$ cat src/common/asr_pkg.sv
// constants, field layout and carrier types of the alert summary register block
// assumes a 32-bit apb slave port with byte addressing, one register per aligned word
package asr_pkg;

	localparam int NUM_CELLS = 14;
	localparam int NUM_AUX   = 6;
	localparam int NUM_CAL   = 5;
	localparam int REG_W     = 16;
	localparam int DATA_W    = 32;
	localparam int ADDR_W    = 8;

	// summary register index as printed; byte address is four times the index
	localparam logic [ADDR_W-1:0] IDX_ALERT_SUMMARY  = 8'h07;
	localparam logic [ADDR_W-1:0] ADDR_ALERT_SUMMARY = {IDX_ALERT_SUMMARY[5:0], 2'b00};
	localparam logic [ADDR_W-1:0] ADDR_CELL_OV_EN    = 8'h40;
	localparam logic [ADDR_W-1:0] ADDR_CELL_UV_EN    = 8'h44;
	localparam logic [ADDR_W-1:0] ADDR_AUX_EN        = 8'h48;
	localparam logic [ADDR_W-1:0] ADDR_IRQ_STATUS    = 8'h4C;
	localparam logic [ADDR_W-1:0] ADDR_IRQ_MASK      = 8'h50;

	// summary bit positions
	localparam int BIT_ADC_CELL_OV  = 15;
	localparam int BIT_COMP_CELL_OV = 14;
	localparam int BIT_ADC_CELL_UV  = 13;
	localparam int BIT_COMP_CELL_UV = 12;
	localparam int BIT_ADC_AUX_COLD = 11;
	localparam int BIT_COMP_AUX_COLD = 10;
	localparam int BIT_ADC_AUX_HOT  = 9;
	localparam int BIT_COMP_AUX_HOT = 8;
	localparam int BIT_CAL_LSB      = 0;
	// calibration fault order inside the cal field, lsb first
	localparam int CAL_RAMP_GAIN    = 0;
	localparam int CAL_PYRAMID_GAIN = 1;
	localparam int CAL_RATIO_OFFSET = 2;
	localparam int CAL_RAMP_OFFSET  = 3;
	localparam int CAL_ADC_OFFSET   = 4;
	// aux enable register: cold enables at the bottom, hot enables from this bit
	localparam int AUX_HOT_LSB      = 8;

	localparam logic [REG_W-1:0]     SUMMARY_RST = 16'h0000;
	localparam logic [NUM_CELLS-1:0] CELL_EN_RST = 14'h0000;
	localparam logic [NUM_AUX-1:0]   AUX_EN_RST  = 6'h00;

	// per-channel alert conditions or latched alert vectors, same layout
	typedef struct packed {
		logic [NUM_CELLS-1:0] cell_ov_vector;
		logic [NUM_CELLS-1:0] comp_cell_ov_vector;
		logic [NUM_CELLS-1:0] cell_uv_vector;
		logic [NUM_CELLS-1:0] comp_cell_uv_vector;
		logic [NUM_AUX-1:0]   aux_cold_vector;
		logic [NUM_AUX-1:0]   comp_aux_cold_vector;
		logic [NUM_AUX-1:0]   aux_hot_vector;
		logic [NUM_AUX-1:0]   comp_aux_hot_vector;
	} asr_alert_vec_t;

	// calibration results: eval pulses with the bounds check of that result
	typedef struct packed {
		logic [NUM_CAL-1:0] eval;
		logic [NUM_CAL-1:0] in_bounds;
	} asr_cal_evt_t;

	typedef struct packed {
		logic              err;
		logic [DATA_W-1:0] data;
	} asr_rsp_t;

	typedef struct packed {
		asr_alert_vec_t       vec;
		logic [NUM_CAL-1:0]   cal_fault;
		logic [NUM_CELLS-1:0] cell_ov_alert_enable;
		logic [NUM_CELLS-1:0] cell_uv_alert_enable;
		logic [NUM_AUX-1:0]   aux_cold_alert_enable;
		logic [NUM_AUX-1:0]   aux_hot_alert_enable;
		logic [REG_W-1:0]     summary;
		logic [REG_W-1:0]     irq_status;
		logic [REG_W-1:0]     irq_mask;
		logic                 irq;
		logic [DATA_W-1:0]    prdata;
		logic                 pslverr;
	} asr_state_t;

endpackage

$ cat src/rtl/asr_alert_summary.sv
// alert summary register: latches enabled per-channel alerts at each acquisition,
// folds them into summary bits, tracks calibration faults, apb slave and interrupt
// assumes acquisition and calibration strobes are one-cycle pulses on core_clk_i
//
// Function
// - bit 15 is OR of the fourteen adc cell overvoltage alerts
// - bit 14 is OR of the fourteen comparator cell overvoltage alerts
// - bit 13 is OR of the fourteen adc cell undervoltage alerts
// - bit 12 is OR of the fourteen comparator cell undervoltage alerts
// - bit 11 is OR of the six adc aux cold alerts
// - bit 10 is OR of the six comparator aux cold alerts
// - bit 9 is OR of the six adc aux hot alerts
// - bit 8 is OR of the six comparator aux hot alerts
// - overvoltage summaries clear at next acquisition only if all enabled causes resolved
// - undervoltage summaries clear at next acquisition only if all enabled causes resolved
// - bit 4 is set on an out-of-bounds adc offset calibration, else zero
// - bit 4 clears only on a later in-bounds adc offset calibration; writes cannot clear it
// - summary at index 0x07, read only, resets to zero, bits 7 to 5 unused
// - bits 3 to 0 flag the other calibration faults, clearing the same way
// - a cell overvoltage alert is taken only while its enable bit is one
`timescale 1ns/1ps

module asr_alert_summary
	import asr_pkg::*;
(
	input  wire logic                 core_clk_i,      // core clock, 200 MHz
	input  wire logic                 rst_n_i,         // async reset, active low
	input  wire logic                 psel_i,          // apb select
	input  wire logic                 penable_i,       // apb access phase
	input  wire logic                 pwrite_i,        // apb direction, 1 = write
	input  wire logic [ADDR_W-1:0]    paddr_i,         // apb byte address
	input  wire logic [DATA_W-1:0]    pwdata_i,        // apb write data
	output logic      [DATA_W-1:0]    prdata_o,        // apb read data
	output logic                      pready_o,        // apb ready
	output logic                      pslverr_o,       // apb error
	input  wire asr_alert_vec_t       alert_cond_i,    // live threshold conditions
	input  wire logic                 acq_done_i,      // acquisition complete pulse
	input  wire asr_cal_evt_t         cal_evt_i,       // calibration result pulses
	output logic      [REG_W-1:0]     alert_summary_o, // summary register value
	output logic                      irq_o            // level interrupt
);

	asr_state_t s;
	asr_state_t next_s;

	// fold latched vectors and calibration faults into the summary word
	function automatic logic [REG_W-1:0] asr_summary(input asr_state_t st);
		logic [REG_W-1:0] r;
		r = SUMMARY_RST;
		r[BIT_ADC_CELL_OV]   = |st.vec.cell_ov_vector;
		r[BIT_COMP_CELL_OV]  = |st.vec.comp_cell_ov_vector;
		r[BIT_ADC_CELL_UV]   = |st.vec.cell_uv_vector;
		r[BIT_COMP_CELL_UV]  = |st.vec.comp_cell_uv_vector;
		r[BIT_ADC_AUX_COLD]  = |st.vec.aux_cold_vector;
		r[BIT_COMP_AUX_COLD] = |st.vec.comp_aux_cold_vector;
		r[BIT_ADC_AUX_HOT]   = |st.vec.aux_hot_vector;
		r[BIT_COMP_AUX_HOT]  = |st.vec.comp_aux_hot_vector;
		r[BIT_CAL_LSB +: NUM_CAL] = st.cal_fault;
		return r;
	endfunction

	// read mux; a write to the read-only summary or any unmapped address is an error
	function automatic asr_rsp_t asr_read(input asr_state_t st,
	                                      input logic [ADDR_W-1:0] addr,
	                                      input logic wr);
		asr_rsp_t r;
		r.err  = 1'b0;
		r.data = 32'h0000_0000;
		if (addr == ADDR_ALERT_SUMMARY) begin
			r.data[REG_W-1:0] = st.summary;
			r.err = wr;
		end else if (addr == ADDR_CELL_OV_EN) begin
			r.data[NUM_CELLS-1:0] = st.cell_ov_alert_enable;
		end else if (addr == ADDR_CELL_UV_EN) begin
			r.data[NUM_CELLS-1:0] = st.cell_uv_alert_enable;
		end else if (addr == ADDR_AUX_EN) begin
			r.data[NUM_AUX-1:0] = st.aux_cold_alert_enable;
			r.data[AUX_HOT_LSB +: NUM_AUX] = st.aux_hot_alert_enable;
		end else if (addr == ADDR_IRQ_STATUS) begin
			r.data[REG_W-1:0] = st.irq_status;
		end else if (addr == ADDR_IRQ_MASK) begin
			r.data[REG_W-1:0] = st.irq_mask;
		end else begin
			r.err = 1'b1;
		end
		return r;
	endfunction

	logic             setup_ph;
	logic             wr_acc;
	logic [REG_W-1:0] irq_clr;
	logic [REG_W-1:0] irq_set;
	asr_rsp_t         rsp;

	// next-state logic for the whole block
	always_comb begin
		next_s   = s;
		setup_ph = psel_i & ~penable_i;
		wr_acc   = psel_i & penable_i & pwrite_i;
		irq_clr  = SUMMARY_RST;
		irq_set  = SUMMARY_RST;
		rsp      = asr_read(s, paddr_i, pwrite_i);

		// each acquisition replaces the vectors, so a resolved cause drops out
		// and a still-present enabled one keeps the summary set
		if (acq_done_i) begin
			next_s.vec.cell_ov_vector = alert_cond_i.cell_ov_vector &
				s.cell_ov_alert_enable;
			next_s.vec.comp_cell_ov_vector = alert_cond_i.comp_cell_ov_vector &
				s.cell_ov_alert_enable;
			next_s.vec.cell_uv_vector = alert_cond_i.cell_uv_vector &
				s.cell_uv_alert_enable;
			next_s.vec.comp_cell_uv_vector = alert_cond_i.comp_cell_uv_vector &
				s.cell_uv_alert_enable;
			next_s.vec.aux_cold_vector = alert_cond_i.aux_cold_vector &
				s.aux_cold_alert_enable;
			next_s.vec.comp_aux_cold_vector = alert_cond_i.comp_aux_cold_vector &
				s.aux_cold_alert_enable;
			next_s.vec.aux_hot_vector = alert_cond_i.aux_hot_vector &
				s.aux_hot_alert_enable;
			next_s.vec.comp_aux_hot_vector = alert_cond_i.comp_aux_hot_vector &
				s.aux_hot_alert_enable;
		end

		// a fault only moves when a new result is judged; otherwise it holds
		for (int i = 0; i < NUM_CAL; i++) begin
			if (cal_evt_i.eval[i]) begin
				next_s.cal_fault[i] = ~cal_evt_i.in_bounds[i];
			end
		end

		// register writes take effect at the access edge; zero wait states
		if (wr_acc) begin
			if (paddr_i == ADDR_CELL_OV_EN) begin
				next_s.cell_ov_alert_enable = pwdata_i[NUM_CELLS-1:0];
			end else if (paddr_i == ADDR_CELL_UV_EN) begin
				next_s.cell_uv_alert_enable = pwdata_i[NUM_CELLS-1:0];
			end else if (paddr_i == ADDR_AUX_EN) begin
				next_s.aux_cold_alert_enable = pwdata_i[NUM_AUX-1:0];
				next_s.aux_hot_alert_enable  = pwdata_i[AUX_HOT_LSB +: NUM_AUX];
			end else if (paddr_i == ADDR_IRQ_STATUS) begin
				irq_clr = pwdata_i[REG_W-1:0];
			end else if (paddr_i == ADDR_IRQ_MASK) begin
				next_s.irq_mask = pwdata_i[REG_W-1:0];
			end
		end

		// summary is registered together with its sources, so it never lags them
		next_s.summary = asr_summary(next_s);

		// a summary bit going high is an event; set beats a same-cycle clear
		irq_set           = next_s.summary & ~s.summary;
		next_s.irq_status = (s.irq_status & ~irq_clr) | irq_set;
		next_s.irq        = |(next_s.irq_status & next_s.irq_mask);

		// read data is captured in the setup cycle so it comes from a flop
		if (setup_ph) begin
			next_s.prdata  = pwrite_i ? 32'h0000_0000 : rsp.data;
			next_s.pslverr = rsp.err;
		end
	end

	// single state register; everything resets to zero
	always_ff @(posedge core_clk_i or negedge rst_n_i) begin
		if (!rst_n_i) begin
			s <= '0;
		end else begin
			s <= next_s;
		end
	end

	assign prdata_o        = s.prdata;
	assign pslverr_o       = s.pslverr;
	assign pready_o        = 1'b1;        // every access completes in its first access cycle
	assign alert_summary_o = s.summary;
	assign irq_o           = s.irq;

endmodule

$ cat config.mk
export PLATFORM = sky130hd
export DESIGN_NAME = asr_alert_summary
export DESIGN_NICKNAME = d
export VERILOG_FILES = /design/src/common/asr_pkg.sv /design/src/rtl/asr_alert_summary.sv
export SDC_FILE = /design/constraint.sdc
export NUM_CORES = 1
export LEC_CHECK = 0
export BUFFER_PORTS_ARGS = -buffer_cell sky130_fd_sc_hd__buf_2
export CORE_MARGIN = 3
export CORE_UTILIZATION = 45
export CTS_CLUSTER_DIAMETER = 60
export DETAILED_ROUTE_END_ITERATION = 8
export PLACE_DENSITY = 0.8
export SLEW_MARGIN = 10
export SYNTH_ARGS = -nofsm -noshare
export SYNTH_HDL_FRONTEND = slang
export SYNTH_SLANG_ARGS = --single-unit
$ cat constraint.sdc
create_clock -name core_clk_i -period 2.8 [get_ports core_clk_i]
set_input_delay 0.42 -clock core_clk_i [delete_from_list [all_inputs] [get_ports core_clk_i]]
set_output_delay 0.42 -clock core_clk_i [all_outputs]
set_load 0.05 [all_outputs]
==> impl_summary.log <==
INFO  metric final_period_minus_worst_setup_slack = 2.57 ns
INFO  metric mapped_area = about 8500 µm²
INFO  metric ir_worst_vdd = just under 0.0005 V
INFO  metric synth_cell_types = 47
INFO  metric first_global_vias = roughly 7,100
INFO  metric detailed_place_hpwl = 17,900 µm
INFO  metric clk_transition_reported_paths = 0.07 ns
INFO  metric holdBufCountCts = 1
INFO  metric area_delta_synth_final = 20.9%
INFO  metric dieArea = ~20,000 µm²
INFO  metric preCtsSetupSlack = -0.168 ns
INFO  metric crit_arrival = approximately 2.9 ns
INFO  metric antenna_found_initial = 1
INFO  metric hold-path-endpoint = s[124]
INFO  metric final-setup-viol-count = 0
INFO  metric die_x = ~140 µm
INFO  metric placedCellCount = 1,225
INFO  metric p_leak = 4.95 nW
INFO  metric numClockSinks = 183
INFO  metric grt_start_max_net_pins = 79
INFO  metric hold_path.startpoint = cal_evt_i[2]
INFO  metric grt_use_total = 23.8%
INFO  metric async_sr_flop_fraction = 100%
INFO  metric synth_seq_cells = 183
INFO  metric fin_crit_sh = around 90%
INFO  metric post-synth-top-area-cell = sky130_fd_sc_hd__dfrtp_1
INFO  metric final-hold-violation-count = 0
INFO  metric design.final.nets = 1,152
INFO  metric vias_per_cell = 5.70
INFO  metric hold_path.class = input pin to flop
INFO  metric outcome = completed
INFO  metric post_route_cells_drive_above_1_share = between 20% and 30%
INFO  metric cts-htree-levels = 4
INFO  metric number_of_clock_buffers_inserted_by_tritoncts = 17
INFO  metric slew_headroom = 64.1%
INFO  metric grt_pass1_wl = 37,600 µm
INFO  metric clock_path_buffers = 2
INFO  metric pwr_total = 5.66 mW
INFO  metric antenna_cells_inserted = 0
INFO  metric worst_hold_path.num_cells = 2
INFO  metric rows = 49
INFO  metric synthTopCellsByArea = sky130_fd_sc_hd__dfrtp_1 (54%), sky130_fd_sc_hd__o21ai_0 (6.3%), sky130_fd_sc_hd__nand3_1 (5.0%), sky130_fd_sc_hd__buf_4 (4.3%), sky130_fd_sc_hd__mux2_2 (4.1%)
INFO  metric tightest_slew = between 0.5 and 0.6 ns
INFO  metric postRouteWirelength = 23,700 µm
INFO  metric place.gp.congestion = 0.904
INFO  metric effective_utilization_at_floorplan = 46.4%
INFO  metric critical_path.max_fanout = 10
INFO  metric cp_required = 3.10 ns
INFO  metric detailroute.via_count = around 7,200
INFO  metric worst_setup_path_start_kind = input pin
INFO  metric cap_violations = 0
INFO  metric top_level_ports = ~190
INFO  metric final_core_utilization = 56.1%
INFO  metric cp-end-kind = flop
INFO  metric grt.overflow.total = 0
INFO  metric yosysWarnings = 0
INFO  metric worst-r2r-cell-count = 6
INFO  metric reg2reg_slack = roughly 0.5 ns
INFO  metric final.setup.worst_slack = roughly 0.23 ns
INFO  metric drv_slew = 0
INFO  metric edff_count_synth = 0
INFO  metric final.setup_skew = 0.0102 ns
INFO  metric path_class = input pin to flop
INFO  metric cts_resized = 0
INFO  metric clockRootBuffer = sky130_fd_sc_hd__clkbuf_16
INFO  metric post_synth_most_frequent_cells = sky130_fd_sc_hd__dfrtp_1 (183), sky130_fd_sc_hd__o21ai_0 (107), sky130_fd_sc_hd__nand3_1 (85)
INFO  metric syn-instance-count = 850
INFO  metric ys_dominant_reg_cell = sky130_fd_sc_hd__dfrtp_1
INFO  metric synth_largest_type_area_fraction = 54.2%
INFO  metric core_area = 18,200 µm²
INFO  metric setup_repair_after_global_routing_missed_its_margin = no
INFO  metric synth.avg_cell_area = between 9 and 10 µm²
INFO  metric drt.antenna.violating_nets = 0
INFO  metric cts_tree = yes
INFO  metric hold_slack = roughly 0.17 ns
INFO  metric detail_route.drc_violations = 0
INFO  metric rr_startpoint = s[110]
INFO  metric capturing_point_of_the_worst_reg2reg_path = irq_o
INFO  metric initialDrtViolationCount = 771
INFO  metric place.port_buffers = 150
INFO  metric cts_setup_buffers = 0
INFO  metric final.fill_count = between 1,500 and 2,000
INFO  metric proportion_of_synthesized_chip_area_in_sequential_cells = between 50% and 60%
INFO  metric insertion_delay = between 0.4 and 0.5 ns
INFO  metric drt_first_pass_iters = 5
INFO  metric power_density = 554 nW/µm²
INFO  metric height_of_the_die = between 100 and 150 µm
INFO  metric drt-wirelength-per-cell = 18.8 µm
INFO  metric synth_most_common_cell = sky130_fd_sc_hd__dfrtp_1
INFO  metric fmax = 0.389 GHz
INFO  metric final_cells = 1,258
## per-stage QoR
| stage | TNS [ns] | area, µm² |
|---|---|---|
| 6_report | 0 | 10200 |
| 5_1_grt | 0 | 10200 |
| 4_1_cts | 0 | 10200 |
| 3_5_place_dp | -0.168 | 9640 |
| 3_3_place_gp | -0.126 | 9640 |
| 2_1_floorplan | 0 | 8530 |
## per-layer routing
| metal | GRT usage (%) | share of wire, % | up-vias |
|---|---|---|---|
| li1 | - | - | 3312 |
| met1 | 32.0 | 41 | 3457 |
| met2 | 37.1 | 46 | 329 |
| met3 | 5.93 | 8.3 | 65 |
| met4 | 10.0 | 3.8 | 2 |
| met5 | 0 | 0.042 | - |
## power breakdown
| part | switching (mW) | internal [mW] |
|---|---|---|
| Sequential | 0.0538 | 2.70 |
| Clock | 1.08 | 1.27 |
| Combinational | 0.376 | 0.180 |
## worst max-delay path, cell delays in order
cell and delay [ns]:
sky130_fd_sc_hd__buf_2 0.11, sky130_fd_sc_hd__or4b_4 0.56, sky130_fd_sc_hd__or4_4 0.61, sky130_fd_sc_hd__a211o_1 0.32, sky130_fd_sc_hd__a22oi_1 0.22, sky130_fd_sc_hd__nand3_1 0.15
sky130_fd_sc_hd__or4_1 0.49
## cell families (layout without fill, tap and decap cells)
kind of cell / Yosys count / after routing / share of synthesized area [%]
flops: 183 / 183 / 54.1
xor+xnor: 1 / 1 / 0.104
buf+inv: 173 / 334 / 9.96
mux: 34 / 34 / 4.48
compound gates: 223 / 223 / 17.4
simple gates: 234 / 234 / 13.8
other cells: 2 / 20 / 0.0888
## area by class of cell
type,instances,area (µm²),share of cell area (%)
Clock buffer,19,443,4.33
Inverter,84,315,3.08
Multi-Input combinational cell,512,3120,30.5
Clock inverter,13,134,1.31
Tap cell,229,287,2.80
Timing Repair Buffer,218,1350,13.2
Sequential cell,183,4580,44.8
## worst max-delay path by stage
stage,slack (ns),end,from
6_report,0.23,irq_o,paddr_i[7]
5_1_grt,0.15,irq_o,paddr_i[7]
4_1_cts,0.24,irq_o,paddr_i[7]
3_5_place_dp,-0.17,irq_o,paddr_i[7]
3_3_place_gp,-0.13,irq_o,paddr_i[1]
2_1_floorplan,0.02,irq_o,paddr_i[7]
## cells in the final DEF (no fill, tap or decap), drive strengths merged, types with 11 or more instances in the layout
cell type,count
nand2,57
o2111ai,17
buf,217
o22ai,11
a221oi,12
nor2,29
nand3,85
conb,20
nand2b,17
o41ai,12
inv,90
clkbuf,19
nor4,11
a22oi,14
dfrtp,183
a22o,18
o21ai,107
mux2,31
## registers in the layout (all words and copies together), names as in the netlist
name / count
s: 156
prdata_o: 16
alert_summary_o: 9
irq_o: 1
pslverr_o: 1
Power figures use the tool's default switching activity.
